File: src/bisl_params.svh
// Constants for the board interrupt and status logic: port addresses,
// status latch bit positions, reset values and controller init details.
// Assumes a 16-bit I/O address whose upper byte is zero for board ports.
`ifndef BISL_PARAMS_SVH
`define BISL_PARAMS_SVH

// ****************************************************************
// I/O port map
// ****************************************************************
`define BISL_STATUS_LO 16'h00c9
`define BISL_STATUS_HI 16'h00df
`define BISL_EDGE_CLR_LO 16'h00c1
`define BISL_EDGE_CLR_HI 16'h00c7
`define BISL_PAGE_PORT 16'h00d7
`define BISL_CMD_PORT 16'h00c0
`define BISL_DATA_PORT 16'h00c2

// ****************************************************************
// Status latch fields
// ****************************************************************
`define BISL_BIT_GATE0 0
`define BISL_BIT_GATE1 1
`define BISL_BIT_NMI_EN 2
`define BISL_BIT_HOLD 3
`define BISL_BIT_BUSIRQ0 4
`define BISL_BIT_BUSIRQ1 5
`define BISL_BIT_USER_LAMP 6
`define BISL_BIT_PAGE_INH 7
`define BISL_STATUS_RESET 8'h00
`define BISL_PAGE_RESET 4'h0

// ****************************************************************
// Controller init and request routing
// ****************************************************************
`define BISL_INIT_BIT 4
`define BISL_BASE_RESET 5'h00
`define BISL_CASC_RESET 8'h00
`define BISL_EDGE_IR 7

`endif

File: src/bisl_pkg.sv
// Types for the board interrupt and status logic.
// Assumes bisl_params.svh is not needed here; only state layouts live here.
package bisl_pkg;

	typedef enum logic [1:0] {bisl_init_idle, bisl_init_base, bisl_init_casc} bisl_init_e;

	typedef enum logic {bisl_ack_first, bisl_ack_second} bisl_ack_e;

	typedef struct packed {
		logic [7:0] status;
		logic [3:0] page;
		logic edge_latched;
		logic [1:0] nmi_sync;
		logic [2:0] edge_sync;
		logic [7:0] req_s1;
		logic [7:0] req_s2;
		logic [2:0] cas_s1;
		logic [2:0] cas_s2;
		bisl_init_e init;
		logic [4:0] base;
		logic [7:0] casc_word;
	} bisl_top_s;

	typedef struct packed {
		bisl_ack_e phase;
		logic [2:0] win_idx;
		logic win_slave;
		logic [7:0] vector;
		logic vector_valid;
		logic [2:0] cas_out;
		logic cas_drive;
	} bisl_vec_s;

endpackage

File: src/bisl_ctrl_if.sv
// Carrier between the top level and the vector unit.
// Assumes both ends run on the processor clock.
`timescale 1ns/1ns
`default_nettype none

interface bisl_ctrl_if;
	logic [7:0] req;
	logic inta;
	logic slave_mode;
	logic [2:0] cas_in;
	logic [4:0] base;
	logic [7:0] casc_word;
	logic [7:0] vector;
	logic vector_valid;
	logic [2:0] cas_out;
	logic cas_drive;
	logic int_req;

	modport ctrl (
		output req, inta, slave_mode, cas_in, base, casc_word,
		input vector, vector_valid, cas_out, cas_drive, int_req
	);

	modport unit (
		input req, inta, slave_mode, cas_in, base, casc_word,
		output vector, vector_valid, cas_out, cas_drive, int_req
	);
endinterface

`default_nettype wire

File: src/bisl_vector_unit.sv
// Vector unit: resolves the winning request on the first acknowledge and
// returns the type byte or the cascade code. Assumes synchronised inputs.
`timescale 1ns/1ns
`default_nettype none

module bisl_vector_unit (
	input wire logic clk_sys_in,
	input wire logic rst_in,
	bisl_ctrl_if.unit bus
);

	bisl_pkg::bisl_vec_s s_r;
	bisl_pkg::bisl_vec_s s_nxt;
	logic [2:0] first_idx;

	// Input zero has the highest priority
	function automatic logic [2:0] bisl_pick(input logic [7:0] req);
		logic [2:0] idx;
		idx = 3'h7;
		for (int i = 7; i >= 0; i--) begin
			if (req[i]) begin
				idx = i[2:0];
			end
		end
		return idx;
	endfunction

	assign first_idx = bisl_pick(bus.req);

	always_comb begin
		s_nxt = s_r;
		s_nxt.vector_valid = 1'b0;
		case (s_r.phase)
			bisl_pkg::bisl_ack_first: begin
				if (bus.inta) begin
					s_nxt.phase = bisl_pkg::bisl_ack_second;
					s_nxt.win_idx = first_idx;
					s_nxt.win_slave = !bus.slave_mode && bus.casc_word[first_idx];
					if (!bus.slave_mode && bus.casc_word[first_idx]) begin
						s_nxt.cas_out = first_idx;
						s_nxt.cas_drive = 1'b1;
					end
				end
			end
			bisl_pkg::bisl_ack_second: begin
				if (bus.inta) begin
					s_nxt.phase = bisl_pkg::bisl_ack_first;
					s_nxt.cas_drive = 1'b0;
					if (bus.slave_mode) begin
						if (bus.cas_in == bus.casc_word[2:0]) begin
							s_nxt.vector = {bus.base, s_r.win_idx};
							s_nxt.vector_valid = 1'b1;
						end
					end else if (!s_r.win_slave) begin
						s_nxt.vector = {bus.base, s_r.win_idx};
						s_nxt.vector_valid = 1'b1;
					end
				end
			end
			default: begin
				s_nxt.phase = bisl_pkg::bisl_ack_first;
			end
		endcase
	end

	always_ff @(posedge clk_sys_in) begin
		if (rst_in) begin
			s_r <= '{phase: bisl_pkg::bisl_ack_first, win_idx: 3'h0, win_slave: 1'b0,
				vector: 8'h00, vector_valid: 1'b0, cas_out: 3'h0, cas_drive: 1'b0};
		end else begin
			s_r <= s_nxt;
		end
	end

	assign bus.vector = s_r.vector;
	assign bus.vector_valid = s_r.vector_valid;
	assign bus.cas_out = s_r.cas_out;
	assign bus.cas_drive = s_r.cas_drive;
	assign bus.int_req = |bus.req;

	chk_vec_direct_byte: assert property (
		@(posedge clk_sys_in) disable iff (rst_in)
		(s_r.phase == bisl_pkg::bisl_ack_second && bus.inta && !bus.slave_mode && !s_r.win_slave)
		|=> (bus.vector_valid && bus.vector == {$past(bus.base), $past(s_r.win_idx)}))
		else $error("direct source type byte wrong");

	chk_vec_cascade_quiet: assert property (
		@(posedge clk_sys_in) disable iff (rst_in)
		(s_r.phase == bisl_pkg::bisl_ack_second && bus.inta && !bus.slave_mode && s_r.win_slave)
		|=> !bus.vector_valid)
		else $error("master drove byte for cascaded slave");

	chk_cas_code_out: assert property (
		@(posedge clk_sys_in) disable iff (rst_in)
		(s_r.phase == bisl_pkg::bisl_ack_first && bus.inta && !bus.slave_mode
			&& bus.casc_word[first_idx])
		|=> (bus.cas_drive && bus.cas_out == $past(first_idx)) [*1]
		##1 (bus.cas_drive || $past(bus.inta)))
		else $error("cascade code not driven on first acknowledge");

	chk_slave_id_match: assert property (
		@(posedge clk_sys_in) disable iff (rst_in)
		(s_r.phase == bisl_pkg::bisl_ack_second && bus.inta && bus.slave_mode
			&& bus.cas_in != bus.casc_word[2:0])
		|=> !bus.vector_valid)
		else $error("unaddressed slave answered");

endmodule

`default_nettype wire

File: src/board_interrupt_status_logic.sv
// Top level of the board interrupt and status logic: status latch, edge
// latch, request gating and the controller init sequence.
// Assumes processor I/O strobes are on clk_sys_in; pins are asynchronous.
`timescale 1ns/1ns
`default_nettype none

`include "bisl_params.svh"

// Operation
// Processor serves the non-maskable request ahead of the maskable one.
// Non-maskable rising edge is taken at instruction or block-move end.
// Non-maskable service pushes flags, clears enable, calls through 00008.
// Maskable high level is taken at instruction end while enabled.
// Two acknowledges; the type byte returns on the second one.
// Processor multiplies the type by 4 and calls through that vector.
// Master returns the byte only for directly attached winning sources.
// Type byte is five base bits joined with the 3-bit input number.
// Slave holds a 3-bit identity and requests through one master input.
// Master puts slave code on cascade lines; only matching slave answers.
// Write-only 8-bit latch loads on odd port writes C9H through DFH.
// Latch bits 0 and 1 enable the two timer gates.
// Latch bit 2 one passes the non-maskable request, zero blocks it.
// Latch bit 3 one asserts the active-low dual port hold.
// Latch bits 4 and 5 raise bus interrupts and darken the bus lamp.
// Latch bit 6 one turns the user lamp off, zero on.
// Latch bit 7 one stops the page register at D7 from loading.
// Edge flip-flop captures an edge and holds it as a level request.
// Any write to odd ports C1H through C7H clears the edge latch; here a rising edge in the same cycle keeps it set.
// Reset clears the latch and edge flop; outputs go to safe state.
module board_interrupt_status_logic (
	input wire logic clk_sys_in,
	input wire logic rst_in,
	input wire logic io_wr_in,
	input wire logic [15:0] io_addr_in,
	input wire logic [7:0] io_data_in,
	input wire logic inta_in,
	input wire logic slave_mode_in,
	input wire logic nmi_pin_in,
	input wire logic edge_irq_pin_in,
	input wire logic [7:0] request_inputs_in,
	input wire logic [2:0] cascade_in,
	output logic nmi_out,
	output logic maskable_request_out,
	output logic [7:0] vector_data_out,
	output logic vector_valid_out,
	output logic [2:0] cascade_out,
	output logic cascade_oe_n_out,
	output logic [1:0] timer_gate_out,
	output logic dual_port_hold_n_out,
	output logic [1:0] bus_irq_n_out,
	output logic bus_request_lamp_on_out,
	output logic user_lamp_on_out,
	output logic page_load_inhibit_out,
	output logic [3:0] page_addr_out,
	output logic edge_request_out
);

	// ****************************************************************
	// Decode helpers
	// ****************************************************************

	// Only odd addresses inside the window hit; even ones belong to others
	function automatic logic bisl_odd_hit(input logic [15:0] addr,
		input logic [15:0] lo, input logic [15:0] hi);
		return addr[0] && (addr >= lo) && (addr <= hi);
	endfunction

	bisl_pkg::bisl_top_s s_r;
	bisl_pkg::bisl_top_s s_nxt;
	bisl_ctrl_if ctl ();

	logic status_wr;
	logic edge_clr;
	logic page_wr;
	logic cmd_wr;
	logic data_wr;
	logic edge_rise;
	logic [7:0] req_routed;

	assign status_wr = io_wr_in && bisl_odd_hit(io_addr_in, `BISL_STATUS_LO, `BISL_STATUS_HI);
	assign edge_clr = io_wr_in && bisl_odd_hit(io_addr_in, `BISL_EDGE_CLR_LO, `BISL_EDGE_CLR_HI);
	assign page_wr = io_wr_in && (io_addr_in == `BISL_PAGE_PORT);
	assign cmd_wr = io_wr_in && (io_addr_in == `BISL_CMD_PORT);
	assign data_wr = io_wr_in && (io_addr_in == `BISL_DATA_PORT);

	// Compares the second stage against its own previous value
	assign edge_rise = s_r.edge_sync[1] && !s_r.edge_sync[2];

	// ****************************************************************
	// Next state
	// ****************************************************************

	always_comb begin
		s_nxt = s_r;

		// Two-flop synchronisers for every pin input
		s_nxt.nmi_sync = {s_r.nmi_sync[0], nmi_pin_in};
		s_nxt.edge_sync = {s_r.edge_sync[1], s_r.edge_sync[0], edge_irq_pin_in};
		s_nxt.req_s1 = request_inputs_in;
		s_nxt.req_s2 = s_r.req_s1;
		s_nxt.cas_s1 = cascade_in;
		s_nxt.cas_s2 = s_r.cas_s1;

		if (status_wr) begin
			s_nxt.status = io_data_in;
		end

		// The inhibit is the latch value before this write lands
		if (page_wr && !s_r.status[`BISL_BIT_PAGE_INH]) begin
			s_nxt.page = io_data_in[3:0];
		end

		// Set wins over clear so an edge in the clearing cycle survives
		if (edge_rise) begin
			s_nxt.edge_latched = 1'b1;
		end else if (edge_clr) begin
			s_nxt.edge_latched = 1'b0;
		end

		case (s_r.init)
			bisl_pkg::bisl_init_idle: begin
				if (cmd_wr && io_data_in[`BISL_INIT_BIT]) begin
					s_nxt.init = bisl_pkg::bisl_init_base;
				end
			end
			bisl_pkg::bisl_init_base: begin
				if (data_wr) begin
					s_nxt.base = io_data_in[7:3];
					s_nxt.init = bisl_pkg::bisl_init_casc;
				end
			end
			bisl_pkg::bisl_init_casc: begin
				if (data_wr) begin
					s_nxt.casc_word = io_data_in;
					s_nxt.init = bisl_pkg::bisl_init_idle;
				end
			end
			default: begin
				s_nxt.init = bisl_pkg::bisl_init_idle;
			end
		endcase
	end

	// ****************************************************************
	// State register
	// ****************************************************************

	always_ff @(posedge clk_sys_in) begin
		if (rst_in) begin
			s_r <= '{status: `BISL_STATUS_RESET, page: `BISL_PAGE_RESET,
				edge_latched: 1'b0, nmi_sync: 2'h0, edge_sync: 3'h0,
				req_s1: 8'h00, req_s2: 8'h00, cas_s1: 3'h0, cas_s2: 3'h0,
				init: bisl_pkg::bisl_init_idle, base: `BISL_BASE_RESET,
				casc_word: `BISL_CASC_RESET};
		end else begin
			s_r <= s_nxt;
		end
	end

	// ****************************************************************
	// Vector unit
	// ****************************************************************

	// Edge latch feeds one controller input as a level request
	always_comb begin
		req_routed = s_r.req_s2;
		req_routed[`BISL_EDGE_IR] = s_r.req_s2[`BISL_EDGE_IR] || s_r.edge_latched;
	end

	assign ctl.req = req_routed;
	assign ctl.inta = inta_in;
	assign ctl.slave_mode = slave_mode_in;
	assign ctl.cas_in = s_r.cas_s2;
	assign ctl.base = s_r.base;
	assign ctl.casc_word = s_r.casc_word;

	bisl_vector_unit u_vector (
		.clk_sys_in(clk_sys_in),
		.rst_in(rst_in),
		.bus(ctl)
	);

	// ****************************************************************
	// Outputs
	// ****************************************************************

	assign maskable_request_out = ctl.int_req;
	assign vector_data_out = ctl.vector;
	assign vector_valid_out = ctl.vector_valid;
	assign cascade_out = ctl.cas_out;
	assign cascade_oe_n_out = !ctl.cas_drive;

	// Gate is a level; the processor does its own edge detection
	assign nmi_out = s_r.nmi_sync[1] && s_r.status[`BISL_BIT_NMI_EN];
	assign timer_gate_out = {s_r.status[`BISL_BIT_GATE1], s_r.status[`BISL_BIT_GATE0]};
	assign dual_port_hold_n_out = !s_r.status[`BISL_BIT_HOLD];
	assign bus_irq_n_out = {!s_r.status[`BISL_BIT_BUSIRQ1], !s_r.status[`BISL_BIT_BUSIRQ0]};
	assign bus_request_lamp_on_out =
		!(s_r.status[`BISL_BIT_BUSIRQ0] || s_r.status[`BISL_BIT_BUSIRQ1]);
	assign user_lamp_on_out = !s_r.status[`BISL_BIT_USER_LAMP];
	assign page_load_inhibit_out = s_r.status[`BISL_BIT_PAGE_INH];
	assign page_addr_out = s_r.page;
	assign edge_request_out = s_r.edge_latched;

	// ****************************************************************
	// Checks
	// ****************************************************************

	chk_status_load_byte: assert property (
		@(posedge clk_sys_in) disable iff (rst_in)
		status_wr |=> (s_r.status == $past(io_data_in)))
		else $error("status latch did not load");

	chk_status_even_ignored: assert property (
		@(posedge clk_sys_in) disable iff (rst_in)
		(io_wr_in && !io_addr_in[0]) |=> $stable(s_r.status))
		else $error("even port write changed status latch");

	chk_nmi_mask_block: assert property (
		@(posedge clk_sys_in) disable iff (rst_in)
		!s_r.status[`BISL_BIT_NMI_EN] |-> !nmi_out)
		else $error("masked request reached processor");

	chk_edge_hold_level: assert property (
		@(posedge clk_sys_in) disable iff (rst_in)
		(edge_request_out && !edge_clr) |=> edge_request_out)
		else $error("edge latch dropped without clear");

	chk_edge_capture: assert property (
		@(posedge clk_sys_in) disable iff (rst_in)
		$rose(s_r.edge_sync[1]) |=> edge_request_out ##1 (edge_request_out || $past(edge_clr)))
		else $error("edge not captured");

	chk_edge_clear_write: assert property (
		@(posedge clk_sys_in) disable iff (rst_in)
		(edge_clr && !edge_rise) |=> !edge_request_out)
		else $error("edge latch not cleared by write");

	chk_page_inhibit_hold: assert property (
		@(posedge clk_sys_in) disable iff (rst_in)
		(page_wr && page_load_inhibit_out) |=> $stable(page_addr_out))
		else $error("page loaded while inhibited");

	chk_reset_safe_state: assert property (
		@(posedge clk_sys_in) disable iff (rst_in)
		$fell(rst_in) |-> (!nmi_out && timer_gate_out == 2'h0
			&& bus_irq_n_out == 2'h3 && !edge_request_out))
		else $error("outputs not safe after reset");

	chk_status_other_kept: assert property (
		@(posedge clk_sys_in) disable iff (rst_in)
		(io_wr_in && !status_wr) |=> $stable(s_r.status))
		else $error("status latch changed by another port");

	chk_timer_gate_map: assert property (
		@(posedge clk_sys_in) disable iff (rst_in)
		status_wr |=> (timer_gate_out == $past(io_data_in[1:0])))
		else $error("timer gates do not follow latch");

	chk_nmi_mask_pass: assert property (
		@(posedge clk_sys_in) disable iff (rst_in)
		(s_r.status[`BISL_BIT_NMI_EN] && s_r.nmi_sync[1]) |-> nmi_out)
		else $error("enabled request did not reach processor");

	chk_hold_active_low: assert property (
		@(posedge clk_sys_in) disable iff (rst_in)
		status_wr |=> (dual_port_hold_n_out == !$past(io_data_in[3])))
		else $error("dual port hold level wrong");

	chk_bus_irq_drive: assert property (
		@(posedge clk_sys_in) disable iff (rst_in)
		status_wr |=> (bus_irq_n_out == ~$past(io_data_in[5:4])))
		else $error("bus interrupt requests wrong");

	chk_bus_lamp_dark: assert property (
		@(posedge clk_sys_in) disable iff (rst_in)
		status_wr |=> (bus_request_lamp_on_out == !($past(io_data_in[4]) || $past(io_data_in[5]))))
		else $error("bus request lamp wrong");

	chk_user_lamp_level: assert property (
		@(posedge clk_sys_in) disable iff (rst_in)
		status_wr |=> (user_lamp_on_out == !$past(io_data_in[6])))
		else $error("user lamp wrong");

	chk_page_load_open: assert property (
		@(posedge clk_sys_in) disable iff (rst_in)
		(page_wr && !page_load_inhibit_out) |=> (page_addr_out == $past(io_data_in[3:0])))
		else $error("page not loaded while open");

	chk_edge_set_wins: assert property (
		@(posedge clk_sys_in) disable iff (rst_in)
		(edge_rise && edge_clr) |=> edge_request_out)
		else $error("edge lost to clear in same cycle");

	chk_request_level_out: assert property (
		@(posedge clk_sys_in) disable iff (rst_in)
		(s_r.req_s2 != 8'h00) |-> maskable_request_out)
		else $error("pending request not raised");

	chk_reset_clears_latch: assert property (
		@(posedge clk_sys_in) disable iff (rst_in)
		$fell(rst_in) |-> (s_r.status == `BISL_STATUS_RESET && page_addr_out == `BISL_PAGE_RESET
			&& !vector_valid_out && cascade_oe_n_out))
		else $error("latches not cleared by reset");

endmodule

`default_nettype wire

File: config.mk
export PLATFORM = sky130hd
export DESIGN_NAME = board_interrupt_status_logic
export DESIGN_NICKNAME = d
export VERILOG_FILES = /design/src/bisl_pkg.sv /design/src/bisl_ctrl_if.sv /design/src/bisl_vector_unit.sv /design/src/board_interrupt_status_logic.sv
export VERILOG_INCLUDE_DIRS = /design/src /design/src/src
export SDC_FILE = /design/constraint.sdc
export NUM_CORES = 1
export LEC_CHECK = 0
export ABC_AREA = 1
export BUFFER_PORTS_ARGS = -buffer_cell sky130_fd_sc_hd__buf_2
export CAP_MARGIN = 20
export CORE_MARGIN = 5
export CORE_UTILIZATION = 50
export DETAILED_ROUTE_END_ITERATION = 6
export GPL_TIMING_DRIVEN = 0
export PLACE_DENSITY = 0.84
export SYNTH_ARGS = -nofsm -noshare
export SYNTH_HDL_FRONTEND = slang
export SYNTH_SLANG_ARGS = --single-unit
File: constraint.sdc
create_clock -name clk_sys_in -period 1.6 [get_ports clk_sys_in]
set_input_delay 0.16 -clock clk_sys_in [delete_from_list [all_inputs] [get_ports clk_sys_in]]
set_output_delay 0.16 -clock clk_sys_in [all_outputs]
set_load 0.02 [all_outputs]
# Word-level counts from Yosys, hierarchy flattened

Index checks and enable logic that the tools add are counted.

Register bits after elaboration: 73
Bits of input ports: 42
Word-level logic and storage cells: 101

Magnitude comparators: 5
Equal/unequal tests: 14
Muxes and demuxes: 25
Bitwise logic cells: 2
Reductions and logical operators: 36

Operators by type and width:

| kind                                                       | count |
|---|---|
| == test 16 x 8 -> 1 bit, second input constant             | 3 |
| >= comparator 16 x 8 -> 1 bit, second input constant       | 2 |
| <= comparator 16 x 8 -> 1 bit, second input constant       | 2 |
| 2-to-1 mux 9 bit                                           | 3 |
| logical AND 1 bit                                          | 14 |
| 2-to-1 mux 3 bit                                           | 4 |
| != test 2 bit, second input constant                       | 6 |
| zero test 1 bit                                            | 9 |
| AND reduction 3 bit                                        | 3 |
| 2-to-1 mux 1 bit                                           | 8 |
| 2-to-1 mux 2 bit                                           | 4 |
| OR reduction 8 bit                                         | 1 |
| 2-to-1 mux 7 bit                                           | 1 |
| case mux 2 bit (3 select lines)                            | 1 |
| AND reduction 2 bit                                        | 3 |
| 2-to-1 mux 5 bit                                           | 1 |
| less-than comparator 3 x 4 -> 1 bit, second input constant | 1 |
| != test 2 x 1 -> 1 bit, second input constant              | 2 |
| case mux 1 bit (2 select lines)                            | 2 |
| AND reduction 4 bit                                        | 1 |
| binary-select mux 1 bit (select 3 bit)                     | 1 |
| == test 3 bit                                              | 1 |
| OR reduction 3 bit                                         | 1 |
| == test 2 x 1 -> 1 bit, second input constant              | 1 |
| other kinds (5)                                            | 7 |

# Longest topological paths before layout

Depth after elaboration: 13
Mapped depth: 16
Gate-level depth less buffers: 16

# By module

Synthesis repeated with hierarchy kept, for this count alone.

Cell total of the unflattened synthesis: 472
Area total of the unflattened synthesis: 3,359.5 um2

Modules (own cells, without submodules):

| module                       | times used | cells an instance | area an instance (um2) |
|---|---|---|---|
| board_interrupt_status_logic | 1          | 323               | 2,267.2 |
| bisl_vector_unit             | 1          | 149               | 1,092.3 |

# Worst setup path after synthesis

Ideal clock, no wire load.

Kind: flip-flop to flip-flop
Start: register s_r, in the netlist ctl.req[5]
End: register u_vector.s_r, in the netlist u_vector.bus.cas_out[0]
Data arrival time: 1.257 ns
Required time: 1.487 ns
Setup slack: 0.230 ns
Stages on the path, launching flop included: 16
Period minus slack after synthesis: 1.370 ns
Path through: dfxtp_1 inv_1 nand2_1 nand2_1 nand2_1 nand2_2 nand2_4 nand2_4 nand2_1 nand3_1 nand3_2 nand2_2 nor2_4 nand3_4 nor2_1 nor2_1

Cells in the longest elaborated chain, start to end: 10

Ends and longest elaborated chain:

| element                                | RTL line                            | RTL |
|---|---|---|
| start, declared                        | board_interrupt_status_logic.sv:68  | `bisl_pkg::bisl_top_s s_r;` |
| start signal, assigned                 | board_interrupt_status_logic.sv:150 | `` s_r <= '{status: `BISL_STATUS_RESET, page: `BISL_PAGE_RESET, `` |
| start signal, assigned                 | board_interrupt_status_logic.sv:156 | `s_r <= s_nxt;` |
| 2-to-1 mux 2 bit * (2 in series)       | bisl_vector_unit.sv:21              | `if (req[i]) begin` |
| 2-to-1 mux 3 bit * (4 in series)       | bisl_vector_unit.sv:21              |  |
| binary-select mux 1 bit (select 3 bit) | bisl_vector_unit.sv:39              | `if (!bus.slave_mode && bus.casc_word[first_idx]) begin` |
| 2-to-1 mux 1 bit (implied by the code) | bisl_vector_unit.sv:39              |  |
| logical AND 1 bit                      | bisl_vector_unit.sv:39              |  |
| AND reduction 3 bit (no line)          | -                                   |  |
| end signal, assigned                   | bisl_vector_unit.sv:68              | `s_r <= '{phase: bisl_pkg::bisl_ack_first, win_idx: 3'h0, win_slave: 1'b0,` |
| end signal, assigned                   | bisl_vector_unit.sv:71              | `s_r <= s_nxt;` |
| end, declared                          | bisl_vector_unit.sv:12              | `bisl_pkg::bisl_vec_s s_r;` |

Mark *: on every way between the ends. The rest lies on a longest branch, timed or not. The select of a mux whose other input is x is not followed.
A chain may end at the register's enable or synchronous reset.

# Worst setup path in the final report

Start: register s_r, in the netlist ctl.req[5]
End: register u_vector.s_r, in the netlist u_vector.bus.cas_out[1]

The elaborated chain is that of the path after synthesis.

==> metrics.txt <==
nets around 500; power share of the clock group around 39%; clock sink count 73; IO Pins 70; worst-margin pin slew 565 ps; clock skew between 4 and 5 ps; Critical Path AT between 1500 and 2000 ps; Reg2Reg Depth 16; sink of the worst hold path s_nxt[27]$_SDFF_PP0_; hold path start request_inputs_in[6]; HP Class in2reg; Yosys top cell area share 47.7%; drt initial violations ~120; largest net degree at the start of global routing 13; DR vias roughly 2,600; Via density 4.70; Final Util a little over three fifths; ant diodes 0; grt ovf 0; drt wl/cell between 10 and 15 um; most frequent cells in the layout dfxtp_1, buf_2, inv_1, nor2_1, a21oi_1; Peak Freq 622 MHz; register bit total from synthesis 73; Final setup violation count 1; Cells after DPL between 500 and 600; H-tree Lvls 3; vias in the first global route approximately 2,400; clk root buf clkbuf_8; Final Hold Viols 0; Internal roughly 2.9 mW; CTS hold repair buffers 0; Area contributors post-synth dfxtp_1, inv_1, nor2_1, a21oi_1, buf_4; drt pass-1 iters 4; leading area contributor after synthesis dfxtp_1; worst skew pair latency 350 ps; Final Power 3.82 mW; final worst slack -7.38 ps; area grow syn2layout 22.6%; Die Y 88.3 um; DP HPWL ~4.6 mm; Die X-Extent just under 90 um; CTS clk-pin slew, worst paths around 70 ps; CTS buffer count 9; post-synthesis cell type count 39; minimum clock period between 1500 and 2000 ps; Flop pwr share 50.0%; failing checks negative setup slack; worst slack at placement ~30 ps; worst vdd ir 0.000685 V; worst rel slew slack 62.4%; initial core utilization between 50% and 60%; crit path cell chain inv_2 -> nand2_2 -> nand2_1 -> nand2_1 -> nand2_2 -> nand2_4 -> nand2_4 -> nand2_2 -> nand3_1 -> nand3_2 -> nand2_2 -> nor2_4 -> nand3_4 -> nand2_1 -> nand2_1 -> nor2_1; Port Buffer Count slightly below 70; layout cells sized above 1 between 30 and 40%; commonest non-fill, non-tap cell in the layout dfxtp_1; final worst path period share 100%; status finished with violations; core area ~6000 um^2; Post-Syn Area slightly above 3000 um^2; Remaining DRCs 0; # rows 28; Max Slew Vio Count 0; Comb power frac between 10% and 20%; Routability Congestion approximately 0.82; CP Class reg2reg; CP Launch Type register; critical path peak fanout 6; # Max-Cap Violations 0; power per cell area 1020 nW/um^2; Pleak 1.77 nW; Mapped Cells about 380; Die ar. roughly 7800 um^2; reg2reg end u_vector.bus.cas_out[1]$_SDFFE_PP0P_; P_sw 0.958 mW; Reg2Reg Launch Point ctl.req[5]$_SDFF_PP0_; CTS max path bufs 2; Max stage delay on crit path 350 ps; register area share after synthesis between 40 and 50%; crit end category register; final WL around 6.1 mm; CTS tree built; ANT nets after route 0; total global-route track usage between 10% and 20%; Non-Filler Instances between 500 and 600; CP max stage cell dfxtp_2; Synthesis Warnings 0; hold path depth 3; first-pass GRT wire length 10.2 mm; syn nets 426; RSZ-0062 raised after global routing true; switching share of power approximately 25%; Mean Syn Cell Area a little over 8 um^2; Worst R2R Setup Slack -7 ps; Crit path required time about 1900 ps; initial antenna violation count 0
[worst max-delay path by stage]
stage / from / end / cells past startpoint
after global placement: io_addr_in[5] / ctl.base[2]$_SDFFE_PP0P_ / 9
after global routing: ctl.req[2]$_SDFF_PP0_ / u_vector.bus.cas_out[2]$_SDFFE_PP0P_ / 12
final: ctl.req[5]$_SDFF_PP0_ / u_vector.bus.cas_out[1]$_SDFFE_PP0P_ / 16
after floorplan: ctl.req[5]$_SDFF_PP0_ / u_vector.bus.cas_out[0]$_SDFFE_PP0P_ / 15
after CTS: ctl.casc_word[1]$_SDFFE_PP0P_ / u_vector.bus.vector[5]$_SDFFE_PP0P_ / 9
after detailed placement: io_addr_in[5] / ctl.base[3]$_SDFFE_PP0P_ / 9
[worst max-delay path, delay by kind of cell, from the launching register on]
family	cells	cell delay, ps
buffers and inverters	1	40
and+or+nand+nor	15	1150
DFF	1	350
[through the flow]
stage | cell area, um^2 | setup TNS, ps | hold slack (ps)
3_3_place_gp | 3510 | 0 | 359
6_report | 3760 | -7.38 | 9.79
5_1_grt | 3760 | -446 | 3.63
3_5_place_dp | 3510 | 0 | 368
4_1_cts | 3710 | 0 | 0.205
2_1_floorplan | 3070 | 0 | 267
[power by group through the flow]
stage          Sequential, mW  Clock (mW)  Combinational [mW]
5_1_grt                  1.92        1.59               0.488
3_3_place_gp             1.95           0               0.400
3_5_place_dp             1.95           0               0.411
6_report                 1.91        1.48               0.434
4_1_cts                  1.91        1.50               0.414
2_1_floorplan            1.95           0               0.278
[state kept, by name, indices dropped and copies added (netlist names), 3 cells and up]
name and cells:
page_addr_out 4, u_vector.s_r 5, ctl.cas_in 3, s_nxt 14
u_vector.bus.vector 8, ctl.casc_word 8, u_vector.bus.cas_out 3, ctl.base 5
s_r 10, ctl.req 7
[layout make-up]
| class | count | area (um^2) |
|---|---|---|
| inverters | 78 | 297 |
| clock buffers | 12 | 155 |
| well taps | 75 | 93.8 |
| plain buffers | 25 | 166 |
| flip-flops and latches | 73 | 1460 |
| multi-input cells | 205 | 1170 |
| repair buffers | 71 | 360 |
| fillers | 519 | 2200 |
| clock inverters | 4 | 51.3 |
[cell usage after synthesis (all sizes together)]
| library cell | number |
|---|---|
| a211oi | 7 |
| a21oi | 30 |
| buf | 20 |
| clkbuf | 5 |
| clkinv | 1 |
| dfxtp | 73 |
| ha | 3 |
| inv | 77 |
| nand2 | 32 |
| nand3 | 13 |
| nand3b | 1 |
| nand4 | 1 |
| nor2 | 69 |
| nor3 | 4 |
| nor3b | 3 |
| nor4 | 3 |
| o2111ai | 1 |
| o21ai | 34 |
| o311ai | 2 |
| o31ai | 1 |
| xnor2 | 1 |
[routing by layer]
layer	wire [um]	global-route usage, %	up-vias
met4	97	5.49	0
li1	-	-	1340
met5	0	0	-
met3	426	5.68	13
met1	2520	18.6	1129
met2	3030	30.2	71
[repair_timing]
| item | in CTS | in global routing |
|---|---|---|
| setup buffers | 0 | 2 |
| endpoints found under the hold margin | 0 | 0 |
| setup endpoints to repair | 0 | 12 |
| resized for setup | 0 | 13 |
[cell families (layout without fill, tap and decap cells)]
kind of cell,count (synthesis),in the layout,synth area share (%)
AOI/OAI and AO/OA,75,75,14.0
xor gates and xnor gates,1,1,0.286
adders and majority gates,3,3,1.22
buffers and inverters,103,190,15.0
DFF,73,73,47.7
and+or+nand+nor,126,126,21.9
No activity file was read; power rests on OpenSTA's default activity.
